==> src/verilog/ivm_pkg.sv <==
package ivm_pkg;

	// Source population and widths
	localparam int NUM_SRC  = 24;
	localparam int NUM_MASK = 21;
	localparam int NUM_PINS = 7;
	localparam int IDX_W    = 5;

	// Maskable slot index equals its default priority
	localparam int SRC_WDT  = 0;
	localparam int SRC_PIN0 = 1;
	localparam int SRC_CSI0 = 8;
	localparam int SRC_CSI1 = 9;
	localparam int SRC_SER  = 10;
	localparam int SRC_SR   = 11;
	localparam int SRC_ST   = 12;
	localparam int SRC_WT   = 13;
	localparam int SRC_TM00 = 14;
	localparam int SRC_TM01 = 15;
	localparam int SRC_TM1  = 16;
	localparam int SRC_TM2  = 17;
	localparam int SRC_AD   = 18;
	localparam int SRC_TM5  = 19;
	localparam int SRC_TM6  = 20;

	// Vector table addresses
	localparam logic [15:0] VEC_NMI  = 16'h0004;
	localparam logic [15:0] VEC_TRAP = 16'h003E;
	localparam logic [15:0] VEC_BASE = 16'h0004;

	// Register byte offsets
	localparam logic [11:0] ADDR_FLAG = 12'h000;
	localparam logic [11:0] ADDR_MASK = 12'h004;
	localparam logic [11:0] ADDR_PRIO = 12'h008;
	localparam logic [11:0] ADDR_CTRL = 12'h00C;
	localparam logic [11:0] ADDR_EDGE = 12'h010;
	localparam logic [11:0] ADDR_STAT = 12'h014;

	// Values after reset
	localparam logic [20:0] RST_FLAG = 21'h000000;
	localparam logic [20:0] RST_MASK = 21'h1FFFFF;
	localparam logic [20:0] RST_PRIO = 21'h1FFFFF;
	localparam logic        RST_CTRL = 1'b0;
	localparam logic [13:0] RST_EDGE = 14'h0000;

	// Pin 0 noise filter length in cycles
	localparam int PIN0_FILT_LEN = 3;

	// Edge select codes, two bits per pin
	localparam logic [1:0] EDGE_FALL = 2'b00;
	localparam logic [1:0] EDGE_RISE = 2'b01;
	localparam logic [1:0] EDGE_NONE = 2'b10;
	localparam logic [1:0] EDGE_BOTH = 2'b11;

	// Class of the presented request, Gray ordered
	typedef enum logic [1:0] {
		CLS_LOW  = 2'b00,
		CLS_HIGH = 2'b01,
		CLS_NMI  = 2'b11,
		CLS_TRAP = 2'b10
	} ivm_cls_type;

endpackage

==> src/verilog/ivm_pin_edge.sv <==
`timescale 1ns/1ps
module ivm_pin_edge
	import ivm_pkg::*;
#(
	parameter int FILT_LEN = 0
) (
	input  wire logic       ref_clk_i,
	input  wire logic       rst_n_i,
	input  wire logic       pin_i,
	input  wire logic [1:0] edge_sel_i,
	output logic            event_o
);

	localparam int CW = (FILT_LEN > 1) ? $clog2(FILT_LEN) : 1;

	typedef struct packed {
		logic          armed;
		logic          lvl;
		logic [CW-1:0] cnt;
		logic          evt;
	} ivm_edge_st_type;

	ivm_edge_st_type st;
	ivm_edge_st_type d;
	logic            rise;
	logic            fall;

	// Filter and edge detect; first cycle after reset only learns the level
	always_comb begin
		d = st;
		if (!st.armed) begin
			d.armed = 1'b1;
			d.lvl = pin_i;
			d.cnt = '0;
		end else if (FILT_LEN <= 1) begin
			d.lvl = pin_i;
		end else if (pin_i == st.lvl) begin
			d.cnt = '0;
		end else if (st.cnt == CW'(FILT_LEN - 1)) begin
			d.lvl = pin_i;
			d.cnt = '0;
		end else begin
			d.cnt = st.cnt + 1'b1;
		end
		rise = st.armed & d.lvl & ~st.lvl;
		fall = st.armed & ~d.lvl & st.lvl;
		case (edge_sel_i)
			EDGE_FALL: d.evt = fall;
			EDGE_RISE: d.evt = rise;
			EDGE_BOTH: d.evt = rise | fall;
			default:   d.evt = 1'b0;
		endcase
	end

	// State register
	always_ff @(posedge ref_clk_i or negedge rst_n_i) begin
		if (!rst_n_i) begin
			st <= '0;
		end else begin
			st <= d;
		end
	end

	assign event_o = st.evt;

endmodule // ivm_pin_edge

==> src/verilog/ivm_ctrl.sv <==
// Behaviour
// - Twenty-four sources across three interrupt categories
// - Fixed default priority, zero highest, twenty lowest
// - Watchdog mode overflow: non-maskable, vector 0004H
// - Interval mode overflow: maskable priority 0
// - Seven pin edges, priorities 1-7, vectors 0006H-0012H
// - Serial 0 and 1 ends: priorities 8, 9
// - Serial 2 receive error: priority 10, 0018H
// - Serial 2 receive and 3-wire share slot 11
// - Serial 2 transmit end: priority 12, 001CH
// - Watch timer interval: priority 13, 001EH
// - 16-bit timer compare matches: priorities 14, 15
// - 8-bit timers 1, 2: priorities 16, 17
// - Conversion complete: priority 18, vector 0028H
// - 8-bit timers 5, 6: priorities 19, 20
// - Pin 0 has its own filtered input
// - Non-maskable ignores enable, outranks everything
// - Group flag splits high and low; high preempts
// - Flags set on event, cleared on acknowledge
// - Software trap accepted regardless of enable
//
// Decided for this implementation: the register addresses and the APB slave port.
`timescale 1ns/1ps
module ivm_ctrl
	import ivm_pkg::*;
#(
	parameter int PIN0_FILT = PIN0_FILT_LEN
) (
	input  wire logic        ref_clk_i,
	input  wire logic        rst_n_i,
	input  wire logic [11:0] paddr_i,
	input  wire logic        psel_i,
	input  wire logic        penable_i,
	input  wire logic        pwrite_i,
	input  wire logic [31:0] pwdata_i,
	output logic [31:0]      prdata_o,
	output logic             pready_o,
	output logic             pslverr_o,
	input  wire logic        watchdog_overflow_irq_i,
	input  wire logic [6:0]  ext_pin_irq_i,
	input  wire logic        serial0_done_irq_i,
	input  wire logic        serial1_done_irq_i,
	input  wire logic        serial2_rx_error_irq_i,
	input  wire logic        serial2_rx_done_irq_i,
	input  wire logic        serial2_3wire_done_irq_i,
	input  wire logic        serial2_tx_done_irq_i,
	input  wire logic        watch_interval_irq_i,
	input  wire logic        timer16_match_a_irq_i,
	input  wire logic        timer16_match_b_irq_i,
	input  wire logic        timer8_1_match_irq_i,
	input  wire logic        timer8_2_match_irq_i,
	input  wire logic        adc_done_irq_i,
	input  wire logic        timer8_5_match_irq_i,
	input  wire logic        timer8_6_match_irq_i,
	input  wire logic        software_trap_instr_i,
	input  wire logic        global_irq_enable_i,
	input  wire logic        in_service_priority_flag_i,
	input  wire logic        irq_ack_i,
	output logic             irq_req_o,
	output ivm_cls_type      irq_class_o,
	output logic [15:0]      irq_vector_o,
	output logic             standby_release_o
);

	typedef struct packed {
		logic [20:0] if_q;
		logic [20:0] mk_q;
		logic [20:0] pr_q;
		logic        wdt_interval_q;
		logic [13:0] edge_q;
		logic        nmi_q;
		logic        trap_q;
		logic        irq_q;
		ivm_cls_type cls_q;
		logic [IDX_W-1:0] idx_q;
		logic [15:0] vec_q;
		logic        stby_q;
		logic [31:0] rdata_q;
	} ivm_state_type;

	ivm_state_type    st;
	ivm_state_type    d;
	logic [6:0]       ext_evt;
	logic [20:0]      ev;
	logic [20:0]      elig;
	logic [20:0]      hi;
	logic [20:0]      lo;
	logic [20:0]      sel;
	logic             hit;
	logic [IDX_W-1:0] idx;
	logic             mapped;
	logic             acc_wr;
	logic             ack_mask;
	logic [31:0]      rd_mux;

	// Pin 0 gets a noise filter; the other six see plain edges
	for (genvar g = 0; g < NUM_PINS; g++) begin : g_pin
		ivm_pin_edge #(
			.FILT_LEN ((g == 0) ? PIN0_FILT : 0)
		) u_edge (
			.ref_clk_i  (ref_clk_i),
			.rst_n_i    (rst_n_i),
			.pin_i      (ext_pin_irq_i[g]),
			.edge_sel_i (st.edge_q[2*g+1 -: 2]),
			.event_o    (ext_evt[g])
		);
	end

	// Event vector; slot index is the default priority
	always_comb begin
		ev = '0;
		ev[SRC_WDT] = watchdog_overflow_irq_i & st.wdt_interval_q;
		ev[7:1] = ext_evt;
		ev[SRC_CSI0] = serial0_done_irq_i;
		ev[SRC_CSI1] = serial1_done_irq_i;
		ev[SRC_SER] = serial2_rx_error_irq_i;
		ev[SRC_SR] = serial2_rx_done_irq_i | serial2_3wire_done_irq_i;
		ev[SRC_ST] = serial2_tx_done_irq_i;
		ev[SRC_WT] = watch_interval_irq_i;
		ev[SRC_TM00] = timer16_match_a_irq_i;
		ev[SRC_TM01] = timer16_match_b_irq_i;
		ev[SRC_TM1] = timer8_1_match_irq_i;
		ev[SRC_TM2] = timer8_2_match_irq_i;
		ev[SRC_AD] = adc_done_irq_i;
		ev[SRC_TM5] = timer8_5_match_irq_i;
		ev[SRC_TM6] = timer8_6_match_irq_i;
	end

	// Address decode; zero wait states, so pready is constant
	always_comb begin
		mapped = 1'b0;
		case (paddr_i)
			ADDR_FLAG, ADDR_MASK, ADDR_PRIO,
			ADDR_CTRL, ADDR_EDGE, ADDR_STAT: mapped = 1'b1;
			default: mapped = 1'b0;
		endcase
		acc_wr = psel_i & penable_i & pwrite_i & mapped;
		rd_mux = '0;
		case (paddr_i)
			ADDR_FLAG: rd_mux = {11'h000, st.if_q};
			ADDR_MASK: rd_mux = {11'h000, st.mk_q};
			ADDR_PRIO: rd_mux = {11'h000, st.pr_q};
			ADDR_CTRL: rd_mux = {31'h00000000, st.wdt_interval_q};
			ADDR_EDGE: rd_mux = {18'h00000, st.edge_q};
			ADDR_STAT: rd_mux = {18'h00000, st.nmi_q, st.trap_q, st.stby_q, st.irq_q,
				st.cls_q, st.idx_q, 1'b0, global_irq_enable_i, in_service_priority_flag_i};
			default:   rd_mux = '0;
		endcase
	end

	// Next state: flags, registers and the presented winner
	always_comb begin
		d = st;
		ack_mask = irq_ack_i & st.irq_q & ~st.cls_q[1];
		// Read data is captured in the setup cycle so prdata leaves a flop
		if (psel_i && !penable_i && !pwrite_i) begin
			d.rdata_q = rd_mux;
		end
		if (acc_wr) begin
			case (paddr_i)
				ADDR_FLAG: d.if_q = pwdata_i[20:0];
				ADDR_MASK: d.mk_q = pwdata_i[20:0];
				ADDR_PRIO: d.pr_q = pwdata_i[20:0];
				ADDR_CTRL: d.wdt_interval_q = pwdata_i[0];
				ADDR_EDGE: d.edge_q = pwdata_i[13:0];
				default:   d.edge_q = st.edge_q;
			endcase
		end
		// Acknowledge clears only the source that was presented
		if (ack_mask) begin
			d.if_q[st.idx_q] = 1'b0;
		end
		// Set last so a coincident event beats a clear
		d.if_q = d.if_q | ev;
		d.nmi_q = (st.nmi_q & ~(irq_ack_i & st.irq_q & (st.cls_q == CLS_NMI)))
			| (watchdog_overflow_irq_i & ~st.wdt_interval_q);
		d.trap_q = (st.trap_q & ~(irq_ack_i & st.irq_q & (st.cls_q == CLS_TRAP)))
			| software_trap_instr_i;
		// A high-group service in progress blocks all maskable requests
		elig = d.if_q & ~d.mk_q & {21{global_irq_enable_i & ~in_service_priority_flag_i}};
		hi = elig & ~d.pr_q;
		lo = elig & d.pr_q;
		sel = (|hi) ? hi : lo;
		hit = 1'b0;
		idx = '0;
		// Downward scan leaves the lowest set index, the highest priority
		for (int i = NUM_MASK - 1; i >= 0; i--) begin
			if (sel[i]) begin
				hit = 1'b1;
				idx = IDX_W'(i);
			end
		end
		// Arbitration uses next-state flags, so an acked source never repeats
		d.irq_q = d.nmi_q | d.trap_q | hit;
		d.idx_q = idx;
		if (d.nmi_q) begin
			d.cls_q = CLS_NMI;
			d.vec_q = VEC_NMI;
		end else if (d.trap_q) begin
			d.cls_q = CLS_TRAP;
			d.vec_q = VEC_TRAP;
		end else if (hit) begin
			d.cls_q = (|hi) ? CLS_HIGH : CLS_LOW;
			d.vec_q = 16'(VEC_BASE + (16'(idx) << 1));
		end else begin
			d.cls_q = CLS_LOW;
			d.vec_q = '0;
		end
		// Wake-up ignores enable and group, only the mask matters
		d.stby_q = d.nmi_q | |(d.if_q & ~d.mk_q);
	end

	// State register
	always_ff @(posedge ref_clk_i or negedge rst_n_i) begin
		if (!rst_n_i) begin
			st <= '0;
			st.mk_q <= RST_MASK;
			st.pr_q <= RST_PRIO;
			st.if_q <= RST_FLAG;
			st.wdt_interval_q <= RST_CTRL;
			st.edge_q <= RST_EDGE;
			st.cls_q <= CLS_LOW;
		end else begin
			st <= d;
		end
	end

	// Outputs; the source count is fixed by the slot layout
	assign pready_o = 1'b1;
	assign pslverr_o = psel_i & penable_i & ~mapped;
	assign prdata_o = st.rdata_q;
	assign irq_req_o = st.irq_q;
	assign irq_class_o = st.cls_q;
	assign irq_vector_o = st.vec_q;
	assign standby_release_o = st.stby_q;

	// Slots plus the two vectors outside them
	localparam int SRC_TOTAL = NUM_MASK + 2;
endmodule // ivm_ctrl

==> config.mk <==
export PLATFORM = sky130hd
export DESIGN_NAME = ivm_ctrl
export DESIGN_NICKNAME = d
export VERILOG_FILES = /design/src/verilog/ivm_pkg.sv /design/src/verilog/ivm_pin_edge.sv /design/src/verilog/ivm_ctrl.sv
export SDC_FILE = /design/constraint.sdc
export NUM_CORES = 1
export LEC_CHECK = 0
export BUFFER_PORTS_ARGS = -buffer_cell sky130_fd_sc_hd__buf_2
export CAP_MARGIN = 5
export CORE_MARGIN = 8
export CORE_UTILIZATION = 40
export CTS_CLUSTER_SIZE = 14
export DETAILED_ROUTE_END_ITERATION = 10
export PLACE_DENSITY = 0.68
export SLEW_MARGIN = 20
export SYNTH_ARGS = -nofsm -noshare
export SYNTH_HDL_FRONTEND = slang
export SYNTH_SLANG_ARGS = --single-unit
export TNS_END_PERCENT = 5
==> constraint.sdc <==
create_clock -name ref_clk_i -period 5.6 [get_ports ref_clk_i]
set_input_delay 1.12 -clock ref_clk_i [delete_from_list [all_inputs] [get_ports ref_clk_i]]
set_output_delay 1.12 -clock ref_clk_i [all_outputs]
set_load 0.1 [all_outputs]
==> out/metrics.cfg <==
[run_status]
status=completed

[sta]
hold_ws_ns=0.438
skew_ns=0.00524
max_clock_freq_mhz=196
rsz0062_at_grt=false
setup_tns_ns=0
tightestPinTransition_ns=1.05
period_needed_ns=5.11
finalMaxSlewViolations=0
setup_violations=0
hold_viol=0
fin_crit_sh=0.913
relSlewSlack=0.298

[yosys]
muxShareOfSynthArea=0.0852
syn_avg_cell_area_um2=9.55
synth_top_family_by_area=simple AND/OR/NAND/NOR gates
synth-seq-cells=133
yosys.area_share.adder=0.00156
synth_area_leaders=dfrtp_1, dfstp_2, buf_4
synth_xor_area_frac=0.00656
ys_async_sr_fraction=1.00
syn_inst=839
synth_top_area_frac=0.284
yosysWarnings=0
yosysSeqAreaShare=0.422
synth_cell_types=81
synth_area_um2=8020
synth-main-ff-cell=dfrtp_1
synth-simple-area-share=0.204
synth-edff-count=0
synth_compound_area_frac=0.195
yosysTopAreaCell=dfrtp_1

[final_layout]
multiInputGateArea_um2=4050
final_nets=1010
diodes=0
fin_util=0.475
drive_above_1_share=0.294
layout.cells.non_filler=1212
regArea_um2=3380
fillers=1884
area_growth_syn_to_layout_pct=16.1

[detailed_routing]
num_vias=7190
dr.first_iter.drc_count=705
first_pass_iters=5
wire_per_inst_um=22.7
routed_wl_um=27500
routed_via_density=5.93
remaining_drc_errors=0
ant_nets=0

[floorplanning]
io_pins=129
rows=51
coreArea_um2=19600
die_w_um=158
fp.dieArea_um2=24800
start_util=0.409
dieHeight_um=158

[global_routing]
grt_util_all_layers=0.225
grt_max_degree=89
grt_pass1_vias=7207
antenna_found_initial=0
grt_pass1_wl_um=42100
grt_overflow=0

[setup_path]
max_stage_delay_ns=0.79
slowest_stage=or4_1
timing.rr.start=st[52]
worstPathRequired_ns=5.92
critPathLaunch=paddr_i[1]
worstSetupEndpointType=flip-flop
start_kind=primary input
cp_max_fo=12
path_class=in2reg
arrival_ns=5.43
crit_path_cell_trace=buf_2 > or4_1 > nor4_4 > buf_4 > mux2i_1 > a211o_1 > o21ai_2 > a211oi_2 > nand2_1 > buf_4 > o31ai_1 > a31oi_1 > a21oi_1 > ha_1 > a311oi_1 > a311oi_1

[clock_tree]
numCtsBuffers=17
clkTransAtPathRegs_ns=0.06
post_cts_buffers=0
cts-root-buf=clkbuf_16
max-clock-path-buffers=2
htreeDepth=4
cts_resized=0
clock_sinks=133
cts_hold_buf=0
clock_latency_ns=0.42
tritoncts=yes

[flow_run]
drv_cap=0

[placed_design]
dp_cells=1180
dpl.hpwl_um=20500
io_buffers=95
gp_congestion=0.953

[power]
power.leakage_nw=4.12
power_mw=2.67
power.density_nw_per_um2=287
ir_drop_mv=0.191

[hold_path]
hp-class=reg2reg
hp-start=g_pin[0].u_edge.st[2]

critical path, delay by kind of cell:
kind | cells | cell delay (ns)
buffers and inverters | 3 | 0.70
multiplexers | 1 | 0.27
adder cells (fa/ha/maj) | 1 | 0.20
AO/OA/AOI/OAI | 8 | 1.67
AND/OR/NAND/NOR | 3 | 1.45
layout make-up:
cell class,count,share of cell area
sequential,133,0.363
clock inverter,13,0.0113
inverter,36,0.0145
multi-input combinational,605,0.435
clock buffer,19,0.0487
timing repair buffer,141,0.0916
tap,265,0.0356
where the power goes:
part           switching (mW)  leakage (nW)  internal (mW)
Sequential             0.0306          1.49           1.01
Clock                   0.434         0.275          0.630
Combinational           0.458          2.35          0.108
Total                   0.923          4.12           1.74
cell usage in the layout, fill, tap and decap left out, types with 7 or more instances in the layout:
master and n:
nand3b_1 11, o41ai_1 7, nand2b_1 8, or4_1 9, o21a_1 11, nor3_1 19, o21ai_0 17, dfrtp_1 91
nor4_1 12, inv_1 36, clkinv_2 7, nand4_1 11, clkbuf_16 17, o41a_1 7, mux2_2 34, buf_4 44
and2_1 12, buf_2 94, mux2i_1 30, nor2_1 76, dfstp_2 42, nand3_1 16, a22oi_1 30, o2111ai_1 10
conb_1 24, a21oi_1 56, nand2_1 56
cells in the mapped netlist, types with 8 or more instances:
cell type  number
a21oi_1        56
a22oi_1        30
and2_1         12
buf_2           8
buf_4          52
clkbuf_1       23
dfrtp_1        91
dfstp_2        42
inv_1          36
mux2_2         34
mux2i_1        30
nand2_1        56
nand2b_1        8
nand3_1        16
nand3b_1       11
nand4_1        11
nor2_1         78
nor3_1         19
nor4_1         12
o2111ai_1      10
o21a_1         11
o21ai_0        17
or4_1           9
state kept, by name (all words and copies together) (netlist names):
name                  cells
irq_req_o                 1
prdata_o                 21
standby_release_o         1
st                       85
irq_class_o               2
g_pin.u_edge.st          10
g_pin.u_edge.event_o      7
irq_vector_o              6
cells by family after synthesis:
kind of cell | Yosys count
adders and majority gates | 1
DFF | 133
muxes | 64
other | 2
xor gates and xnor gates | 6
and+or+nand+nor | 292
AOI/OAI and AO/OA | 218
buffers and inverters | 123
routing by layer:
metal  global-route usage  part of all wire  up-vias
li1                     -                 -     3248
met1                0.306              0.45     3567
met2                0.341              0.45      330
met3               0.0515             0.080       45
met4               0.0875             0.025        0
met5                    0                 0        -
worst paths after layout:
| check | end | slack, ns | depth (start not counted) |
|---|---|---|---|
| worst max-delay path | irq_vector_o[4] | 0.49 | 16 |
| worst min-delay path | g_pin[0].u_edge.st[1] | 0.44 | 1 |
| worst max register to register | irq_vector_o[4] | 1.33 | 14 |
| worst min register to register | g_pin[0].u_edge.st[1] | 0.44 | 1 |
| max in group asynchronous | g_pin[1].u_edge.event_o | 3.74 | 2 |
| min in group asynchronous | st[135] | 0.76 | 1 |
through the flow:
| step | setup slack [ns] | cell area [µm²] |
|---|---|---|
| 2_1_floorplan | 0.663 | 8100 |
| 3_3_place_gp | 0.128 | 8740 |
| 3_5_place_dp | 0.102 | 8740 |
| 4_1_cts | 0.523 | 9300 |
| 5_1_grt | 0.169 | 9300 |
| 6_report | 0.486 | 9300 |
(Power assumes the default switching activity.)
